$ cat src/fsk_consts.svh
// Constants for the flash security and key verify block.
// Assumes inclusion by bare name from the design files and the bench.
`ifndef FSK_CONSTS_SVH
`define FSK_CONSTS_SVH
// Register byte offsets on the APB bus.
`define FSK_OFF_CTRL     12'h000
`define FSK_OFF_STAT     12'h004
`define FSK_OFF_IRQ      12'h008
`define FSK_OFF_MASK     12'h00C
`define FSK_OFF_CCOBIX   12'h010
`define FSK_OFF_CCOB     12'h014
`define FSK_OFF_SEC      12'h018
`define FSK_OFF_PWR      12'h01C
// Global addresses of the configuration field.
`define FSK_ADDR_KEY0    18'h3FF00
`define FSK_ADDR_SECBYTE 18'h3FF0F
// Command codes.
`define FSK_CMD_ERSVSEC  8'h03
`define FSK_CMD_VFYKEY   8'h0C
// Security field encodings.
`define FSK_SEC_UNSEC    2'h2
`define FSK_KEYEN_ON     2'h2
// Forbidden key patterns.
`define FSK_KEY_ZERO     16'h0000
`define FSK_KEY_ONES     16'hFFFF
// Status bit positions.
`define FSK_ST_COMMAND_COMPLETE_FLAG      0
`define FSK_ST_ACCESS_ERROR_FLAG    1
`define FSK_ST_MG0       2
`define FSK_ST_MG1       3
`define FSK_ST_SECURED   4
`define FSK_ST_KEYLOCK   5
`define FSK_ST_STOPACK   6
`define FSK_ST_RDINV     7
// Interrupt event bit positions.
`define FSK_EV_DONE      0
`define FSK_EV_ERR       1
`endif

$ cat src/fsk_pkg.sv
// Types for the flash security and key verify block.
// Assumes fsk_consts.svh holds the numeric constants.
package fsk_pkg;
  // Sequencer states.
  typedef enum logic [2:0] {
    FSK_BOOT_RD, FSK_BOOT_LD, FSK_IDLE, FSK_RUN, FSK_DONE
  } fsk_state_t;
endpackage

$ cat src/fsk_nvm_rd.sv
// Read port sequencer: fetches one word of flash through a memory port.
// Assumes a read memory answering one cycle after the request.
`timescale 1ns/10ps
`include "fsk_consts.svh"
module fsk_nvm_rd (
  // Clock and reset.
  input  wire logic        pclk,
  input  wire logic        presetn,
  // Request side.
  input  wire logic        req,
  input  wire logic [17:0] addr,
  output logic             ack,
  output logic [15:0]      data,
  // Memory side.
  output logic             mem_rd,
  output logic [17:0]      mem_addr,
  input  wire logic [15:0] mem_rdata
);
  // Pending marks that a read went out last cycle.
  logic pend_r;

  // Memory request is combinational; data is caught in flops.
  // A new request waits until the last answer has been taken, so that
  // the requester has moved its address on before the next fetch.
  assign mem_rd   = req & ~pend_r & ~ack;
  assign mem_addr = addr;

  // The word arrives the cycle after the request.
  always_ff @(posedge pclk or negedge presetn) begin
    if (!presetn) begin
      pend_r <= 1'b0;
      ack    <= 1'b0;
      data   <= 16'h0000;
    end else begin
      pend_r <= mem_rd;
      ack    <= pend_r;
      if (pend_r) begin
        data <= mem_rdata;
      end
    end
  end
endmodule

$ cat src/fsk_ctrl.sv
// Flash security loader, backdoor key verifier and command sequencer.
// Assumes an APB master on pclk and a flash read port answering in a cycle.
//
// Local design decisions: the APB register port and the register addresses.
`timescale 1ns/10ps
`include "fsk_consts.svh"
// Operation
// - Keep running in wait; completion irq wakes.
// - Stop request waits for running command end.
// - Load security register from byte at reset.
// - New security byte applies after next reset.
// - Four stored key words are references.
// - Key verify only when key enable on.
// - All keys match: chip becomes unsecured.
// - Keys 0x0000 or 0xFFFF never match.
// - Flash reads invalid during key verify.
// - Count at index two; launch by clear.
// - Misaligned start address sets access error.
// - Wrong key locks verify until reset.
module fsk_ctrl (
  // Clock and reset.
  input  wire logic        pclk,
  input  wire logic        presetn,
  // APB slave.
  input  wire logic        psel,
  input  wire logic        penable,
  input  wire logic        pwrite,
  input  wire logic [11:0] paddr,
  input  wire logic [31:0] pwdata,
  output logic             pready,
  output logic [31:0]      prdata,
  output logic             pslverr,
  // Flash read port.
  output logic             mem_rd,
  output logic [17:0]      mem_addr,
  input  wire logic [15:0] mem_rdata,
  // Power handshake.
  input  wire logic        stop_req,
  output logic             stop_ack,
  output logic             read_invalid,
  // Interrupt.
  output logic             irq
);
  // Sequencer and command storage.
  fsk_pkg::fsk_state_t state_r;
  logic [15:0] ccob_r [0:5];     // Command object words.
  logic [2:0]  ccobix_r;         // Command object index.
  logic [7:0]  sec_r;            // Security register.
  logic        command_complete_flag_r;           // Command complete flag.
  logic        access_error_flag_r;         // Access error flag.
  logic [1:0]  memory_controller_status_bits_r;         // Memory controller status.
  logic        keylock_r;        // Key verify blocked.
  logic        keyok_r;          // Running compare result.
  logic [2:0]  step_r;           // Word counter in a command.
  logic [15:0] cnt_r;            // Phrases left to check.
  logic [17:0] ptr_r;            // Current flash address.
  logic        vfykey_r;         // Key verify in progress.
  logic [1:0]  irqst_r;          // Sticky interrupt status.
  logic [1:0]  mask_r;           // Interrupt mask.
  // Read engine hookup.
  logic        rd_req;
  logic        rd_ack;
  logic [15:0] rd_data;
  logic [31:0] rd_mux;           // Read data chosen by address.

  fsk_nvm_rd u_rd (
    .pclk      (pclk),
    .presetn   (presetn),
    .req       (rd_req),
    .addr      (ptr_r),
    .ack       (rd_ack),
    .data      (rd_data),
    .mem_rd    (mem_rd),
    .mem_addr  (mem_addr),
    .mem_rdata (mem_rdata)
  );

  // A key word is usable only when not all zeros or all ones.
  function automatic logic key_valid(input logic [15:0] k);
    key_valid = (k != `FSK_KEY_ZERO) && (k != `FSK_KEY_ONES);
  endfunction

  // Bus decode; every access completes in its first access cycle.
  wire acc      = psel & penable;
  wire wr       = acc & pwrite;
  wire wr_ctrl  = wr & (paddr == `FSK_OFF_CTRL);
  wire wr_irq   = wr & (paddr == `FSK_OFF_IRQ);
  wire wr_mask  = wr & (paddr == `FSK_OFF_MASK);
  wire wr_ix    = wr & (paddr == `FSK_OFF_CCOBIX);
  wire wr_ccob  = wr & (paddr == `FSK_OFF_CCOB);
  wire mapped   = (paddr[11:5] == 7'h00) && (paddr[1:0] == 2'h0);
  wire idle     = (state_r == fsk_pkg::FSK_IDLE);
  // Writing a one to the busy bit while idle and complete launches.
  wire launch   = wr_ctrl & pwdata[0] & idle & command_complete_flag_r;
  wire [7:0] cmd = ccob_r[0][15:8];
  wire is_ersv  = (cmd == `FSK_CMD_ERSVSEC);
  wire is_vfy   = (cmd == `FSK_CMD_VFYKEY);
  wire keyen_on = (sec_r[7:6] == `FSK_KEYEN_ON);
  // Launch checks: index, alignment, key enable and lock.
  wire ersv_bad = (ccobix_r != 3'h2) || (ccob_r[1][2:0] != 3'h0);
  wire vfy_bad  = (ccobix_r != 3'h4) || !keyen_on || keylock_r;
  wire rejected = launch & (is_ersv ? ersv_bad
                          : (is_vfy ? vfy_bad : 1'b1));
  wire started  = launch & ~rejected;
  wire done_ev  = (state_r == fsk_pkg::FSK_DONE);
  // Blank check result and key compare for the current word.
  wire blank_ok = (rd_data == 16'hFFFF);
  wire key_hit  = (rd_data == ccob_r[step_r + 3'h1]) &&
                  key_valid(rd_data);

  assign rd_req = (state_r == fsk_pkg::FSK_BOOT_RD) ||
                  (state_r == fsk_pkg::FSK_RUN);
  assign pready  = 1'b1;
  assign pslverr = acc & ~mapped;
  assign irq     = |(irqst_r & mask_r);
  // Stop granted only while no command is running.
  assign stop_ack = stop_req & command_complete_flag_r & idle;
  assign read_invalid = vfykey_r;

  // Read data mux, chosen by the address of the pending transfer.
  always_comb begin
    rd_mux = 32'h0000_0000;
    case (paddr)
      `FSK_OFF_CTRL:   rd_mux = {31'h0, ~command_complete_flag_r};
      `FSK_OFF_STAT:   rd_mux = {24'h0, vfykey_r, stop_ack, keylock_r,
                                 (sec_r[1:0] != `FSK_SEC_UNSEC),
                                 memory_controller_status_bits_r, access_error_flag_r, command_complete_flag_r};
      `FSK_OFF_IRQ:    rd_mux = {30'h0, irqst_r};
      `FSK_OFF_MASK:   rd_mux = {30'h0, mask_r};
      `FSK_OFF_CCOBIX: rd_mux = {29'h0, ccobix_r};
      `FSK_OFF_CCOB:   rd_mux = (ccobix_r < 3'h6) ?
                                {16'h0, ccob_r[ccobix_r]} : 32'h0;
      `FSK_OFF_SEC:    rd_mux = {24'h0, sec_r};
      default:         rd_mux = 32'h0000_0000;
    endcase
  end

  // Read data is caught in the setup cycle so that it leaves a flop;
  // the access cycle then returns it with no wait state.
  always_ff @(posedge pclk or negedge presetn) begin
    if (!presetn) begin
      prdata <= 32'h0000_0000;
    end else if (psel && !penable) begin
      prdata <= rd_mux;
    end
  end

  // Command object array; writes beyond index five are dropped.
  always_ff @(posedge pclk) begin
    if (wr_ccob && idle && ccobix_r < 3'h6) begin
      ccob_r[ccobix_r] <= pwdata[15:0];
    end
  end

  // Sequencer. After reset the security byte is fetched once; software
  // programming of that byte reaches this register only via a new reset.
  always_ff @(posedge pclk or negedge presetn) begin
    if (!presetn) begin
      state_r   <= fsk_pkg::FSK_BOOT_RD;
      ptr_r     <= `FSK_ADDR_SECBYTE;
      sec_r     <= 8'h00;
      command_complete_flag_r    <= 1'b0;
      access_error_flag_r  <= 1'b0;
      memory_controller_status_bits_r  <= 2'h0;
      keylock_r <= 1'b0;
      keyok_r   <= 1'b0;
      step_r    <= 3'h0;
      cnt_r     <= 16'h0000;
      vfykey_r  <= 1'b0;
      ccobix_r  <= 3'h0;
    end else begin
      if (wr_ix) begin
        ccobix_r <= pwdata[2:0];
      end
      case (state_r)
        fsk_pkg::FSK_BOOT_RD: begin
          if (rd_ack) begin
            // Odd address holds the byte in the low lane.
            sec_r   <= rd_data[7:0];
            state_r <= fsk_pkg::FSK_BOOT_LD;
          end
        end
        fsk_pkg::FSK_BOOT_LD: begin
          command_complete_flag_r  <= 1'b1;
          state_r <= fsk_pkg::FSK_IDLE;
        end
        fsk_pkg::FSK_IDLE: begin
          if (launch) begin
            command_complete_flag_r   <= 1'b0;
            access_error_flag_r <= rejected;
            memory_controller_status_bits_r <= 2'h0;
            step_r   <= 3'h0;
            keyok_r  <= 1'b1;
            if (rejected) begin
              state_r <= fsk_pkg::FSK_DONE;
            end else if (is_vfy) begin
              vfykey_r <= 1'b1;
              ptr_r    <= `FSK_ADDR_KEY0;
              state_r  <= fsk_pkg::FSK_RUN;
            end else begin
              ptr_r   <= {ccob_r[0][1:0], ccob_r[1]};
              cnt_r   <= ccob_r[2];
              state_r <= (ccob_r[2] == 16'h0000) ?
                         fsk_pkg::FSK_DONE : fsk_pkg::FSK_RUN;
            end
          end
        end
        fsk_pkg::FSK_RUN: begin
          if (rd_ack) begin
            ptr_r <= ptr_r + 18'h00002;
            if (vfykey_r) begin
              // Compare stored word against candidate word.
              keyok_r <= keyok_r & key_hit;
              step_r  <= step_r + 3'h1;
              if (step_r == 3'h3) begin
                state_r <= fsk_pkg::FSK_DONE;
              end
            end else begin
              // A word that is not erased ends the check at once.
              if (!blank_ok) begin
                memory_controller_status_bits_r <= 2'h3;
                state_r  <= fsk_pkg::FSK_DONE;
              end
              // Four words make one phrase.
              step_r <= step_r + 3'h1;
              if (step_r == 3'h3) begin
                cnt_r  <= cnt_r - 16'h0001;
                step_r <= 3'h0;
                if (cnt_r == 16'h0001 || !blank_ok) begin
                  state_r <= fsk_pkg::FSK_DONE;
                end
              end
            end
          end
        end
        fsk_pkg::FSK_DONE: begin
          if (vfykey_r) begin
            if (keyok_r) begin
              sec_r[1:0] <= `FSK_SEC_UNSEC;
            end else begin
              keylock_r <= 1'b1;
              access_error_flag_r  <= 1'b1;
            end
          end
          vfykey_r <= 1'b0;
          command_complete_flag_r   <= 1'b1;
          state_r  <= fsk_pkg::FSK_IDLE;
        end
        default: state_r <= fsk_pkg::FSK_IDLE;
      endcase
    end
  end

  // Sticky interrupt status; set beats a write-one clear.
  // Completion interrupt also serves as the wake from wait mode.
  always_ff @(posedge pclk or negedge presetn) begin
    if (!presetn) begin
      irqst_r <= 2'h0;
      mask_r  <= 2'h0;
    end else begin
      if (wr_mask) begin
        mask_r <= pwdata[1:0];
      end
      irqst_r[`FSK_EV_DONE] <= done_ev |
        (irqst_r[`FSK_EV_DONE] & ~(wr_irq & pwdata[`FSK_EV_DONE]));
      // A failed key compare raises its error flag in the same cycle.
      irqst_r[`FSK_EV_ERR] <= (done_ev & (access_error_flag_r | (|memory_controller_status_bits_r) |
                               (vfykey_r & ~keyok_r))) |
        (irqst_r[`FSK_EV_ERR] & ~(wr_irq & pwdata[`FSK_EV_ERR]));
    end
  end
endmodule

$ cat config.mk
export PLATFORM = sky130hd
export DESIGN_NAME = fsk_ctrl
export DESIGN_NICKNAME = d
export VERILOG_FILES = /design/src/fsk_pkg.sv /design/src/fsk_nvm_rd.sv /design/src/fsk_ctrl.sv
export VERILOG_INCLUDE_DIRS = /design/src
export SDC_FILE = /design/constraint.sdc
export NUM_CORES = 1
export LEC_CHECK = 0
export BUFFER_PORTS_ARGS = -buffer_cell sky130_fd_sc_hd__buf_2
export CAP_MARGIN = 20
export CORE_AREA = 4 4 144 146
export CTS_CLUSTER_DIAMETER = 200
export DETAILED_ROUTE_END_ITERATION = 12
export DIE_AREA = 0 0 148 150
export GPL_TIMING_DRIVEN = 0
export PLACE_DENSITY = 0.79
export SLEW_MARGIN = 20
export SYNTH_ARGS = -nofsm -noshare
export SYNTH_HDL_FRONTEND = slang
export SYNTH_SLANG_ARGS = --single-unit
$ cat constraint.sdc
create_clock -name pclk -period 4.05 [get_ports pclk]
set_clock_uncertainty 0.05 [all_clocks]
set_input_delay 0 -clock pclk [delete_from_list [all_inputs] [get_ports pclk]]
set_output_delay 0 -clock pclk [all_outputs]
set_load 0.03 [all_outputs]
==> impl_metrics.yaml <==
sta:
  setup_ws_ns: 0.4557
  whs_ns: -0.002447
  fmax_mhz: 278.2
  tightest_slew_ns: 0.7879
  period_minus_slack_ns: 3.594
  fin_tns_setup_ns: 0
  slew_viol_final: 0
  rsz0062_at_grt: "no"
  slew_headroom: 0.4747
  hold_viol: 1
  finalCritPeriodShare: 0.8875
  setup_viol: 0
detailed_routing:
  vias_per_cell: 6.440
  drt_iter0_drc: 1103
  routedWlPerCell_um: 23.87
  vias: 9248
  first_pass_iters: 6
  drcViolationCount: 0
  drt_wl_total_mm: 34.27
  ant_nets: 0
power_and_ir_drop:
  clockPowerShare: 0.481
  power_frac_comb: 0.039
  switching_share: 0.2072
  power_density_nw_per_um2: 371.8
  net-switching-power_w: 0.001058
  power.internal_w: 0.004047
  leakage_nw: 5.246
  pwr-share-seq: 0.480
  max-vdd-ir-drop_mv: 0.2127
placement:
  post-place-ws_ns: 0.6188
  place.detailed.hpwl_mm: 23.49
  gp_congestion: 0.9534
  port_buffers: 85
  dpl_cell_area_um2: 12370
hold_path:
  min_path_type: "in -> reg"
  hold_depth: 6
synth:
  syn_area_um2: 11280
  synth_cell_types: 76
  synthArstFlopShare: 0.4260
  netlist_instances: 939
  ys.flop_type: "edfxtp_1"
  ys_ff_latch: 223
  synth_warnings: 0
  synth_top_area_frac: 0.3409
  avgSynthCellArea_um2: 12.01
  synth_area_leader_cell: "edfxtp_1"
  synthTopCellsByArea: "edfxtp_1, dfrtp_1, mux2i_1, mux2_2, mux4_2"
  synth-edff-count: 128
  yosysSeqAreaShare: 0.5533
cts:
  clockBufferDepth: 3
  numCtsBuffers: 24
  htreeDepth: 1
  cts_num_sinks: 223
  clk_pin_slew_ns: 0.06
  cts-root-buf: "clkbuf_16"
  clk_latency_ns: 0.53
  cts_tree: "yes"
  cts_resized: 0
global_route:
  grtUsageMet1: 0.4058
  grt_max_degree: 65
  grt_busiest_layer: "met2"
  first_global_vias: 9051
  overflow: 0
  use_met2: 0.4732
  grt_usage: 0.3040
  grt_first_pass_wirelength_mm: 51.91
  grtUsageMet3: 0.06118
  antenna_found_initial: 0
critical_path:
  required_ns: 4.45
  end_kind: "flop"
  path_class: "reg -> reg"
  critical-path-max-stage-delay_ns: 0.44
  crit_cells: 10
  slowest_stage: "nor4_1"
  r2r_cells: 10
  cp_top_family: "simple AND/OR/NAND/NOR gates"
  path_max_fanout: 10
  arrival_ns: 3.99
  path_cells: "ha_1 -> ha_1 -> buf_2 -> buf_2 -> mux4_2 -> mux2i_1 -> xnor2_1 -> nor4_1 -> nand4_1 -> nand3_1"
  worstSetupStartpointType: "flop"
  cp_num_buf_inv: 2
  r2r-end: "keyok_r"
  crit_path_end: "keyok_r"
  r2r_setup_slack_ns: 0.46
  critical_path.startpoint: "step_r[0]"
  timing.rr.start: "step_r[0]"
layout:
  final_cell_mix: "edfxtp_1, buf_2, dfrtp_1"
  drive_gt1_frac: 0.2553
  final_common_cell: "edfxtp_1"
  areaGrowthSynthToFinish_pct: 21.76
  final_area_um2: 13730
  n_antenna_cell: 0
  fin_nets: 1225
floorplan:
  die_w_um: 148
  start_util: 0.5813
  rows: 51
  core_area_um2: 19400
  io_pins: 122
  die_area_um2: 22200
  die_h_um: 150
job:
  maxCapViolations: 0
run_status:
  violations: "hold timing"
  outcome: "finished with violations"
-- worst reg2reg max path: cells and delay by family, from the launching register on --
family,cells,cell delay [ns]
XOR/XNOR,1,0.13
adder cells (fa/ha/maj),2,0.65
buffers and inverters,2,0.67
flip-flops,1,0.39
multiplexers,2,0.75
AND/OR/NAND/NOR,3,0.88
-- state kept, by name, summed over array words and instances (netlist names), 2 cells and up --
name and cells:
mask_r 2, ccob_r 128, u_rd.data 16, ccobix_r 3, cnt_r 16, sec_r 8
state_r 3, ptr_r 18, prdata 16, irqst_r 2, step_r 3
-- worst min path at each step --
stage                            start                 endpoint  slack (ns)
after floorplan                presetn      access_error_flag_r       -0.35
after global placement    mem_rdata[4]             u_rd.data[4]        0.18
after detailed placement       presetn            u_rd.data[10]       -0.14
after CTS                       pwrite  command_complete_flag_r       0.002
after global routing            pwrite  command_complete_flag_r        0.02
final                           pwrite  command_complete_flag_r      -0.002
-- kinds of logic after synthesis --
kind of cell    share of synthesized area
simple gates                       0.1137
compound gates                     0.1415
mux                                0.1266
xor+xnor                          0.01398
other cells                     0.0006660
fa+ha+maj                        0.006658
flops                              0.5533
buf+inv                           0.04361
-- what timing repair did --
action | in CTS | in global routing
endpoints found under the hold margin | 252 | 0
setup buffers | 0 | 0
hold buffers | 46 | 0
-- power by group through the flow --
stage               combinational, W  clock, W  sequential (W)
floorplan                  0.0000827         0         0.00249
global placement            0.000151         0         0.00249
detailed placement          0.000157         0         0.00249
CTS                         0.000193   0.00245         0.00245
global route                0.000215   0.00255         0.00245
finish                      0.000200   0.00246         0.00245
-- layer usage --
layer | vias up | part of all wire
li1 | 3938 | -
met5 | - | 0
met2 | 699 | 0.44
met1 | 4464 | 0.38
met3 | 147 | 0.11
met4 | 0 | 0.069
-- metrics by stage --
step,hold slack [ns],total power [W],std cells,util
floorplan,-0.3456,0.002573,986,-
global placement,0.1837,0.002643,1336,0.6294
detailed placement,-0.1444,0.002652,1346,0.6377
CTS,0.002049,0.005094,1436,0.7073
global route,0.02478,0.005217,1436,0.7078
finish,-0.002447,0.005105,1436,0.7078
-- cell usage after synthesis (20+ instances only) --
master / count
edfxtp_1: 128
dfrtp_1: 81
clkbuf_1: 30
nor2_1: 63
a21oi_2: 20
mux2_2: 41
mux2i_1: 56
a21oi_1: 39
buf_4: 21
o21ai_0: 52
nand2_1: 73
o21ai_1: 22
-- cell type report --
class	instances	area, um2
well taps	265	331.6
multi-input cells	677	4753
plain buffers	75	450.4
clock inverters	16	232.7
repair buffers	141	1035
flip-flops and latches	223	6238
inverters	11	41.29
clock buffers	28	646.9
fillers	1327	5669
No activity file was read; power rests on OpenSTA's default activity.
